===== config.mk =====
export PLATFORM = sky130hd
export DESIGN_NAME = sqa_core
export DESIGN_NICKNAME = d
export VERILOG_FILES = /design/src/rtl/sqa_shifter.v /design/src/rtl/sqa_core.v
export VERILOG_INCLUDE_DIRS = /design/src /design/src/shared
export SDC_FILE = /design/constraint.sdc
export NUM_CORES = 2
export LEC_CHECK = 0
export BUFFER_PORTS_ARGS = -buffer_cell sky130_fd_sc_hd__buf_2
export CORE_MARGIN = 5
export CORE_UTILIZATION = 63
export CTS_CLUSTER_DIAMETER = 80
export CTS_CLUSTER_SIZE = 25
export DETAILED_ROUTE_END_ITERATION = 16
export PLACE_DENSITY = 0.82
export SETUP_SLACK_MARGIN = 0.02
export SLEW_MARGIN = 20
export SYNTH_ARGS = -nofsm -noshare
export SYNTH_HDL_FRONTEND = slang
export SYNTH_SLANG_ARGS = --single-unit

===== constraint.sdc =====
create_clock -name hclk -period 5.6 [get_ports hclk]
set_input_delay 0.28 -clock hclk [delete_from_list [all_inputs] [get_ports hclk]]
set_output_delay 0.28 -clock hclk [all_outputs]
set_load 0.02 [all_outputs]

===== src/shared/sqa_map.vh =====
`ifndef SQA_MAP_VH
`define SQA_MAP_VH

// Register byte offsets
`define SQA_OFF_CMD     8'h00
`define SQA_OFF_DADDR   8'h04
`define SQA_OFF_SW0     8'h08
`define SQA_OFF_SW1     8'h0C
`define SQA_OFF_ACC     8'h10
`define SQA_OFF_PROD    8'h14
`define SQA_OFF_MCAND   8'h18
`define SQA_OFF_STAT    8'h1C
`define SQA_OFF_OPIN    8'h20
`define SQA_OFF_OPOUT   8'h24
`define SQA_OFF_AR_BASE 8'h40
`define SQA_OFF_AR_LAST 8'h5C

// Command word fields
`define SQA_CMD_OP_HI   3
`define SQA_CMD_OP_LO   0
`define SQA_CMD_IND     4
`define SQA_CMD_N_HI    7
`define SQA_CMD_N_LO    5
`define SQA_CMD_NXT_EN  8
`define SQA_CMD_NXT_HI  11
`define SQA_CMD_NXT_LO  9

// Operation codes
`define SQA_OP_SQ_ADD     4'h1
`define SQA_OP_SQ_SUB     4'h2
`define SQA_OP_STORE0     4'h3
`define SQA_OP_STORE_N    4'h4
`define SQA_OP_STORE1     4'h5
`define SQA_OP_SET_SEXT   4'h6
`define SQA_OP_SET_TEST   4'h7
`define SQA_OP_SET_TXMODE 4'h8

// Status word field positions
`define SQA_SW0_PTR_HI  15
`define SQA_SW0_PTR_LO  13
`define SQA_SW1_PSH_HI  1
`define SQA_SW1_PSH_LO  0
`define SQA_SW1_TXMODE  2
`define SQA_SW1_SEXT    10
`define SQA_SW1_TEST    11

// Operand input fields
`define SQA_OPIN_SH_HI  19
`define SQA_OPIN_SH_LO  16

// Reset values
`define SQA_RST_8       8'h00
`define SQA_RST_16      16'h0000
`define SQA_RST_20      20'h0_0000
`define SQA_RST_32      32'h0000_0000

`endif


===== src/rtl/sqa_shifter.v =====
`timescale 1ns/1ps
`include "sqa_map.vh"

module sqa_shifter (
  input  wire [31:0] prod,
  input  wire [1:0]  product_shift_field,
  input  wire [15:0] op_data,
  input  wire [3:0]  op_shift,
  input  wire        sign_ext_mode_bit,
  output reg  [31:0] prod_shifted,
  output wire [31:0] op_shifted
);
  wire [31:0] op_ext;

  // Product scaling ahead of the accumulator
  always @* begin
    case (product_shift_field)
      2'b00:   prod_shifted = prod;                         // RULE_03
      2'b01:   prod_shifted = {prod[30:0], 1'b0};           // RULE_03
      2'b10:   prod_shifted = {prod[27:0], 4'h0};           // RULE_03
      default: prod_shifted = {{6{prod[31]}}, prod[31:6]};  // RULE_03
    endcase
  end

  // Operand widening; low bits always zero fill via the shift
  assign op_ext = {{16{sign_ext_mode_bit & op_data[15]}}, op_data}; // RULE_08
  assign op_shifted = op_ext << op_shift;                          // RULE_08
endmodule


===== src/rtl/sqa_core.v =====
`timescale 1ns/1ps
`include "sqa_map.vh"

// Overview of operation
// RULE_01 - Square-add adds scaled product, loads multiplicand, squares it.
// RULE_02 - Square-sub subtracts scaled product, loads and squares the word.
// RULE_03 - Product shift: none, left one, left four, or signed right six.
// RULE_04 - Plain status store writes status word zero to the memory word.
// RULE_05 - Indexed status store writes the indexed word, direct or indirect.
// RULE_06 - Second status store writes status word one to the memory word.
// RULE_07 - Set-sign-extension forces the sign extension mode bit to one.
// RULE_08 - Sign extension sign-fills high operand bits; low bits zero-fill.
// RULE_09 - The set-test operation forces the test/control flag to one.
// RULE_10 - Set-transmit-mode forces the transmit mode bit, where present.
// RULE_11 - Indirect forms reload the aux pointer after the access if asked.
module sqa_core #(
  parameter HAS_TX_MODE = 1
) (
  input  wire        hclk,
  input  wire        hresetn,
  input  wire        hsel,
  input  wire [31:0] haddr,
  input  wire [1:0]  htrans,
  input  wire        hwrite,
  input  wire [2:0]  hsize,
  input  wire [31:0] hwdata,
  input  wire        hready,
  output wire        hreadyout,
  output wire        hresp,
  output reg  [31:0] hrdata,
  output reg         dmem_req,
  output reg         dmem_we,
  output reg  [15:0] dmem_addr,
  output reg  [15:0] dmem_wdata,
  input  wire [15:0] dmem_rdata
);
  // One-hot states
  localparam [3:0] S_IDLE  = 4'b0001;
  localparam [3:0] S_READ  = 4'b0010;
  localparam [3:0] S_EXEC  = 4'b0100;
  localparam [3:0] S_WRITE = 4'b1000;

  reg  [3:0]  state_reg;
  reg  [15:0] cmd_reg;
  reg  [15:0] daddr_reg;
  reg  [15:0] status_word_zero;
  reg  [15:0] status_word_one;
  reg  [31:0] acc_reg;
  reg  [31:0] prod_reg;
  reg  [15:0] multiplicand_register;
  reg  [19:0] opin_reg;
  reg  [15:0] ar_reg [0:7];
  reg         wr_pend_reg;
  reg  [7:0]  wr_addr_reg;
  reg         go_reg;
  wire [31:0] prod_shifted;
  wire [31:0] op_shifted;
  wire [3:0]  cmd_op;
  wire [2:0]  aux_reg_pointer;
  wire [15:0] eff_addr;
  wire [15:0] sq_op;
  wire [31:0] sq_wide;
  wire        addr_ok;
  integer     i;

  assign hreadyout = 1'b1;   // Zero wait states, so no stall logic needed
  assign hresp     = 1'b0;
  assign addr_ok   = hsel & hready & htrans[1];
  assign cmd_op    = cmd_reg[`SQA_CMD_OP_HI:`SQA_CMD_OP_LO];
  assign aux_reg_pointer =
    status_word_zero[`SQA_SW0_PTR_HI:`SQA_SW0_PTR_LO];
  assign eff_addr  = cmd_reg[`SQA_CMD_IND] ? ar_reg[aux_reg_pointer]
                                           : daddr_reg;
  assign sq_op     = dmem_rdata;
  // Widened with its sign so the 32-bit square stays signed
  assign sq_wide   = {{16{sq_op[15]}}, sq_op};

  sqa_shifter u_shift (
    .prod                (prod_reg),
    .product_shift_field (status_word_one[`SQA_SW1_PSH_HI:`SQA_SW1_PSH_LO]),
    .op_data             (opin_reg[15:0]),
    .op_shift            (opin_reg[`SQA_OPIN_SH_HI:`SQA_OPIN_SH_LO]),
    .sign_ext_mode_bit   (status_word_one[`SQA_SW1_SEXT]),
    .prod_shifted        (prod_shifted),
    .op_shifted          (op_shifted)
  );

  // Read decode shared by the bus read path
  function [31:0] rd_mux;
    input [7:0] a;
    begin
      rd_mux = 32'h0000_0000;
      case (a)
        `SQA_OFF_CMD:   rd_mux = {16'h0000, cmd_reg};
        `SQA_OFF_DADDR: rd_mux = {16'h0000, daddr_reg};
        `SQA_OFF_SW0:   rd_mux = {16'h0000, status_word_zero};
        `SQA_OFF_SW1:   rd_mux = {16'h0000, status_word_one};
        `SQA_OFF_ACC:   rd_mux = acc_reg;
        `SQA_OFF_PROD:  rd_mux = prod_reg;
        `SQA_OFF_MCAND: rd_mux = {16'h0000, multiplicand_register};
        `SQA_OFF_STAT:  rd_mux = {31'h0000_0000, ~state_reg[0]};
        `SQA_OFF_OPIN:  rd_mux = {12'h000, opin_reg};
        `SQA_OFF_OPOUT: rd_mux = op_shifted;
        default: begin
          if (a >= `SQA_OFF_AR_BASE && a <= `SQA_OFF_AR_LAST &&
              a[1:0] == 2'b00)
            rd_mux = {16'h0000, ar_reg[a[4:2]]};
        end
      endcase
    end
  endfunction

  // Read data registered in the address phase, valid in the data phase
  always @(posedge hclk or negedge hresetn) begin
    if (!hresetn) begin
      hrdata      <= `SQA_RST_32;
      wr_pend_reg <= 1'b0;
      wr_addr_reg <= `SQA_RST_8;
    end else begin
      wr_pend_reg <= addr_ok & hwrite;
      if (addr_ok)
        wr_addr_reg <= haddr[7:0];
      if (addr_ok & ~hwrite)
        hrdata <= rd_mux(haddr[7:0]);
    end
  end

  // Bus writes and the instruction sequencer share the register file;
  // sequencer updates win since software should not touch a busy core
  always @(posedge hclk or negedge hresetn) begin
    if (!hresetn) begin
      state_reg             <= S_IDLE;
      cmd_reg               <= `SQA_RST_16;
      daddr_reg             <= `SQA_RST_16;
      status_word_zero      <= `SQA_RST_16;
      status_word_one       <= `SQA_RST_16;
      acc_reg               <= `SQA_RST_32;
      prod_reg              <= `SQA_RST_32;
      multiplicand_register <= `SQA_RST_16;
      opin_reg              <= `SQA_RST_20;
      go_reg                <= 1'b0;
      dmem_req              <= 1'b0;
      dmem_we               <= 1'b0;
      dmem_addr             <= `SQA_RST_16;
      dmem_wdata            <= `SQA_RST_16;
      for (i = 0; i < 8; i = i + 1)
        ar_reg[i] <= `SQA_RST_16;
    end else begin
      go_reg   <= 1'b0;
      dmem_req <= 1'b0;
      dmem_we  <= 1'b0;
      if (wr_pend_reg) begin
        case (wr_addr_reg)
          `SQA_OFF_CMD: begin
            if (state_reg[0]) begin  // Commands while busy are dropped
              cmd_reg <= hwdata[15:0];
              go_reg  <= 1'b1;
            end
          end
          `SQA_OFF_DADDR: daddr_reg        <= hwdata[15:0];
          `SQA_OFF_SW0:   status_word_zero <= hwdata[15:0];
          `SQA_OFF_SW1:   status_word_one  <= hwdata[15:0];
          `SQA_OFF_ACC:   acc_reg          <= hwdata;
          `SQA_OFF_PROD:  prod_reg         <= hwdata;
          `SQA_OFF_OPIN:  opin_reg         <= hwdata[19:0];
          default: begin
            if (wr_addr_reg >= `SQA_OFF_AR_BASE &&
                wr_addr_reg <= `SQA_OFF_AR_LAST &&
                wr_addr_reg[1:0] == 2'b00)
              ar_reg[wr_addr_reg[4:2]] <= hwdata[15:0];
          end
        endcase
      end
      case (state_reg)
        S_IDLE: begin
          if (go_reg) begin
            case (cmd_op)
              `SQA_OP_SQ_ADD: begin
                acc_reg   <= acc_reg + prod_shifted;  // RULE_01
                dmem_req  <= 1'b1;
                dmem_addr <= eff_addr;
                state_reg <= S_READ;
              end
              `SQA_OP_SQ_SUB: begin
                acc_reg   <= acc_reg - prod_shifted;  // RULE_02
                dmem_req  <= 1'b1;
                dmem_addr <= eff_addr;
                state_reg <= S_READ;
              end
              `SQA_OP_STORE0: begin
                dmem_wdata <= status_word_zero;       // RULE_04
                dmem_req   <= 1'b1;
                dmem_we    <= 1'b1;
                dmem_addr  <= eff_addr;
                state_reg  <= S_WRITE;
              end
              `SQA_OP_STORE_N: begin
                // Only two status words exist; other indices store zero
                case (cmd_reg[`SQA_CMD_N_HI:`SQA_CMD_N_LO])
                  3'h0:    dmem_wdata <= status_word_zero; // RULE_05
                  3'h1:    dmem_wdata <= status_word_one;  // RULE_05
                  default: dmem_wdata <= `SQA_RST_16;
                endcase
                dmem_req  <= 1'b1;
                dmem_we   <= 1'b1;
                dmem_addr <= eff_addr;
                state_reg <= S_WRITE;
              end
              `SQA_OP_STORE1: begin
                dmem_wdata <= status_word_one;        // RULE_06
                dmem_req   <= 1'b1;
                dmem_we    <= 1'b1;
                dmem_addr  <= eff_addr;
                state_reg  <= S_WRITE;
              end
              `SQA_OP_SET_SEXT:
                status_word_one[`SQA_SW1_SEXT] <= 1'b1;   // RULE_07
              `SQA_OP_SET_TEST:
                status_word_one[`SQA_SW1_TEST] <= 1'b1;   // RULE_09
              `SQA_OP_SET_TXMODE: begin
                if (HAS_TX_MODE != 0)
                  status_word_one[`SQA_SW1_TXMODE] <= 1'b1; // RULE_10
              end
              default: state_reg <= S_IDLE;
            endcase
          end
        end
        S_READ: state_reg <= S_EXEC;  // Memory answers one cycle later
        S_EXEC: begin
          multiplicand_register <= sq_op;                 // RULE_01 RULE_02
          prod_reg <= sq_wide * sq_wide;                  // RULE_01 RULE_02
          state_reg <= S_IDLE;
        end
        S_WRITE: state_reg <= S_IDLE;
        default: state_reg <= S_IDLE;
      endcase
      // Pointer reload once the memory access is over
      if ((state_reg[2] | state_reg[3]) && cmd_reg[`SQA_CMD_IND] &&
          cmd_reg[`SQA_CMD_NXT_EN])
        status_word_zero[`SQA_SW0_PTR_HI:`SQA_SW0_PTR_LO] <=
          cmd_reg[`SQA_CMD_NXT_HI:`SQA_CMD_NXT_LO];      // RULE_11
    end
  end
endmodule


==> metrics.csv <==
stage,metric,value,unit
pwr,power_density,545,nW/um2
die,die_area,53000,um2
sta,worstMarginPinSlew,1.19,ns
die,dieHeight,230,um
critical_path,critPathMaxStageDelay,0.53,ns
route,viasPerCell,6.47,
synthesis,mappedNetlistArea,30500,um2
layout,drive_gt1_share,25.9,%
die,num_io_pins,158,
place,gp_congestion,1.03,
worst_hold_path,hold_end,wr_addr_reg[6]$_DFFE_PN0P_,
layout,multi_input_area,19700,um2
clocking,clock_latency,0.57,ns
clocking,htree_num_levels,1,
route,drc,0,
sta,rsz0062_at_grt,yes,
synthesis,synth_top_family_by_area,adder cells,
clocking,cts_tree,yes,
route,ant_nets,0,
grt,grt_pass1_vias,24800,
layout,seq_area,9310,um2
critical_path,regToRegSetupSlack,0.24,ns
clocking,cts_made_buffers,21,
sta,fmax,182,MHz
synthesis,synth_edf_count,0,
layout,final_util,71.8,%
synthesis,yosys_warnings,0,
synthesis,yosys_register_bits,372,
critical_path,regToRegEndpoint,acc_reg[31]$_DFF_PN0_,
die,fp.dieW,230,um
critical_path,path_common_cell,fa_1,
place,io_buffers,127,
synthesis,synth-simple-area-share,9.63,%
critical_path,path_class,in2reg,
clocking,clock_sinks,372,
die,fp-row-count,80,
synthesis,synth_cells,2940,
critical_path,arrival,5.95,ns
synthesis,syn_nets,3388,
critical_path,crit_slowest_cell,fa_1,
job,cap_violations,0,
grt,antenna_found_initial,5,
grt,grt.overflow.total,0,
worst_hold_path,min_from,haddr[6],
critical_path,cp_cell_sequence,clkbuf_4 > clkinvlp_4 > nor2_4 > buf_4 > fa_1 > inv_1 > fa_1 > inv_1 > fa_1 > fa_1 > fa_1 > inv_1 > fa_1 > inv_1 > ha_4 > a21o_1 > a21o_1 > a21oi_2 > nand4_1 > o221ai_2 > o31ai_2 > o21a_1 > or3_1 > a31o_1,
sta,fin_skew,0.0219,ns
synthesis,async_flop_share,100,%
grt,grt_usage,35.5,%
route,wl_per_cell,25.4,um
outcome,status,completed,
synthesis,synthFlopType,dfrtp_1,
worst_hold_path,hp-class,in2reg,
place,hpwl,72.4,mm
synthesis,synth-seq-area-share,30.5,%
synthesis,syn-mean-instance-area,10.4,um2
die,start_util,63.8,%
grt,grt_max_degree,144,
sta,finalCritPeriodShare,98.0,%
grt,grt_pass1_wl,147,mm
layout,n_fill_cell,3391,
layout,area_growth,12.4,%
route,drt_iter0_markers,2788,
sta,finalSetupViolations,0,
synthesis,synth_compound_area_share,11.2,%
clocking,cts.clk_slew.worst_paths,0.10,ns
clocking,cts_root_buf,clkbuf_16,
sta,finalHoldViolCount,0,
layout,nets,3598,
critical_path,rr_worst_depth,17,
clocking,clockBufferDepth,3,
critical_path,crit_required,6.06,ns
pwr,ir_drop,0.000700,V
synthesis,synthXorXnorAreaFrac,2.70,%
route,wl,96.0,mm
route,first_pass_iters,9,
sta,slew_headroom,20.7,%
synthesis,ys_types,83,
critical_path,r2r_start,status_word_one[1]$_DFFE_PN0P_,
worst_hold_path,whs_path_depth,2,
synthesis,synth-adder-area-share,20.4,%
route,vias,24400,
critical_path,end_kind,flop,
critical_path,start_kind,primary input,
sta,drv_slew,0,
layout,largest_reg_flops,128,
place,dp.cells,3724,
pwr,static-leakage-power,0.0166,uW
layout,stdcell_count,3776,
critical_path,cp_max_fo,4,
synthesis,synth.area.mux_share,19.2,%
sta,fin_crit,5.49,ns
die,core_area,47800,um2
[logic make-up (layout without fill, tap and decap cells)]
group / count (synthesis) / after routing
compound gates: 527 / 527
xor+xnor: 94 / 94
fa+ha+maj: 358 / 358
buf+inv: 514 / 732
flops: 372 / 372
mux: 443 / 443
other cells: 2 / 5
simple gates: 630 / 630
[metrics by stage]
step / TNS [ns] / hold slack, ns / setup WS (ns) / cell area [um2] / total power (uW)
global route: -0.182 / 0.0204 / -0.0661 / 34300 / 20400
detailed placement: -5.27 / 0.458 / -0.539 / 33200 / 16100
floorplan: -0.339 / -0.0156 / -0.211 / 30800 / 11800
finish: 0 / 0.0205 / 0.112 / 34300 / 18700
global placement: -3.20 / 0.444 / -0.390 / 33100 / 15600
CTS: 0 / 0.00448 / 0.0541 / 33800 / 17800
[what timing repair did]
action | 4_1_cts | 5_1_grt
endpoints found under the setup margin | 0 | 11
endpoints found under the hold margin | 121 | 0
hold buffers | 5 | 0
resized for setup | 0 | 97
setup buffers | 0 | 13
[layout by cell type, fill, tap and decap left out, types with 12 or more instances in the layout]
cell,count
dfrtp_1,369
a221oi_1,16
ha_4,12
mux2_2,224
xor2_1,36
nand3_1,33
fa_2,13
a22oi_1,39
buf_6,16
a21oi_1,99
mux2i_1,127
o21ai_0,175
ha_1,112
buf_4,212
xnor2_1,56
a222oi_1,14
nor2b_1,13
fa_1,221
buf_2,114
mux4_2,92
a22o_1,15
nor2_1,134
and2_1,30
nor3_1,15
a211oi_1,16
a21o_1,28
a31oi_1,14
or3_1,14
nand2b_1,18
nand2_1,267
clkbuf_16,21
inv_1,332
[cells in the mapped netlist (39+ instances only)]
| library cell | instances | area (um2) |
|---|---|---|
| nor2_1 | 142 | 533 |
| ha_1 | 124 | 1550 |
| xnor2_1 | 57 | 499 |
| inv_1 | 336 | 1260 |
| clkbuf_1 | 150 | 563 |
| mux2i_1 | 127 | 1270 |
| fa_1 | 234 | 4680 |
| mux2_2 | 224 | 2520 |
| o21ai_0 | 175 | 876 |
| a22oi_1 | 39 | 293 |
| dfrtp_1 | 371 | 9280 |
| mux4_2 | 92 | 2070 |
| nand2_1 | 278 | 1040 |
| a21oi_1 | 104 | 521 |
[worst max-delay path: cells and delay by family]
kind,cells,cell delay [ns]
simple gates,3,0.59
compound gates,7,1.33
buf+inv,7,0.64
fa+ha+maj,7,3.12
[report_power, final]
group / internal (uW) / switching, uW
clock: 723 / 986
sequential: 2830 / 222
combinational: 6810 / 7130
total: 10400 / 8330
[final cells by class]
cell class	instances	area share, %
antenna	3	0.0219
tap	615	2.24
timing repair buffer	361	7.54
multi-input combinational	2054	57.5
sequential	372	27.1
inverter	340	3.73
clock buffer	23	1.55
clock inverter	8	0.321
[worst max-delay path by stage]
stage / startpoint / end / slack (ns) / depth (start not counted)
floorplan: dmem_rdata[8] / prod_reg[28]$_DFFE_PN0P_ / -0.21 / 23
global route: dmem_rdata[3] / prod_reg[28]$_DFFE_PN0P_ / -0.07 / 23
global placement: dmem_rdata[3] / prod_reg[28]$_DFFE_PN0P_ / -0.39 / 22
detailed placement: dmem_rdata[5] / prod_reg[28]$_DFFE_PN0P_ / -0.54 / 24
finish: dmem_rdata[3] / prod_reg[28]$_DFFE_PN0P_ / 0.11 / 24
CTS: dmem_rdata[5] / prod_reg[30]$_DFFE_PN0P_ / 0.05 / 24
[routing by layer]
layer	track usage, %	up-vias	share of wire, %
li1	-	10600	-
met1	48.4	12300	39
met2	56.7	1317	46
met3	7.17	283	10
met4	14.3	2	5.1
met5	0	-	0.014
Note: power is estimated with default switching activity, not from simulation.
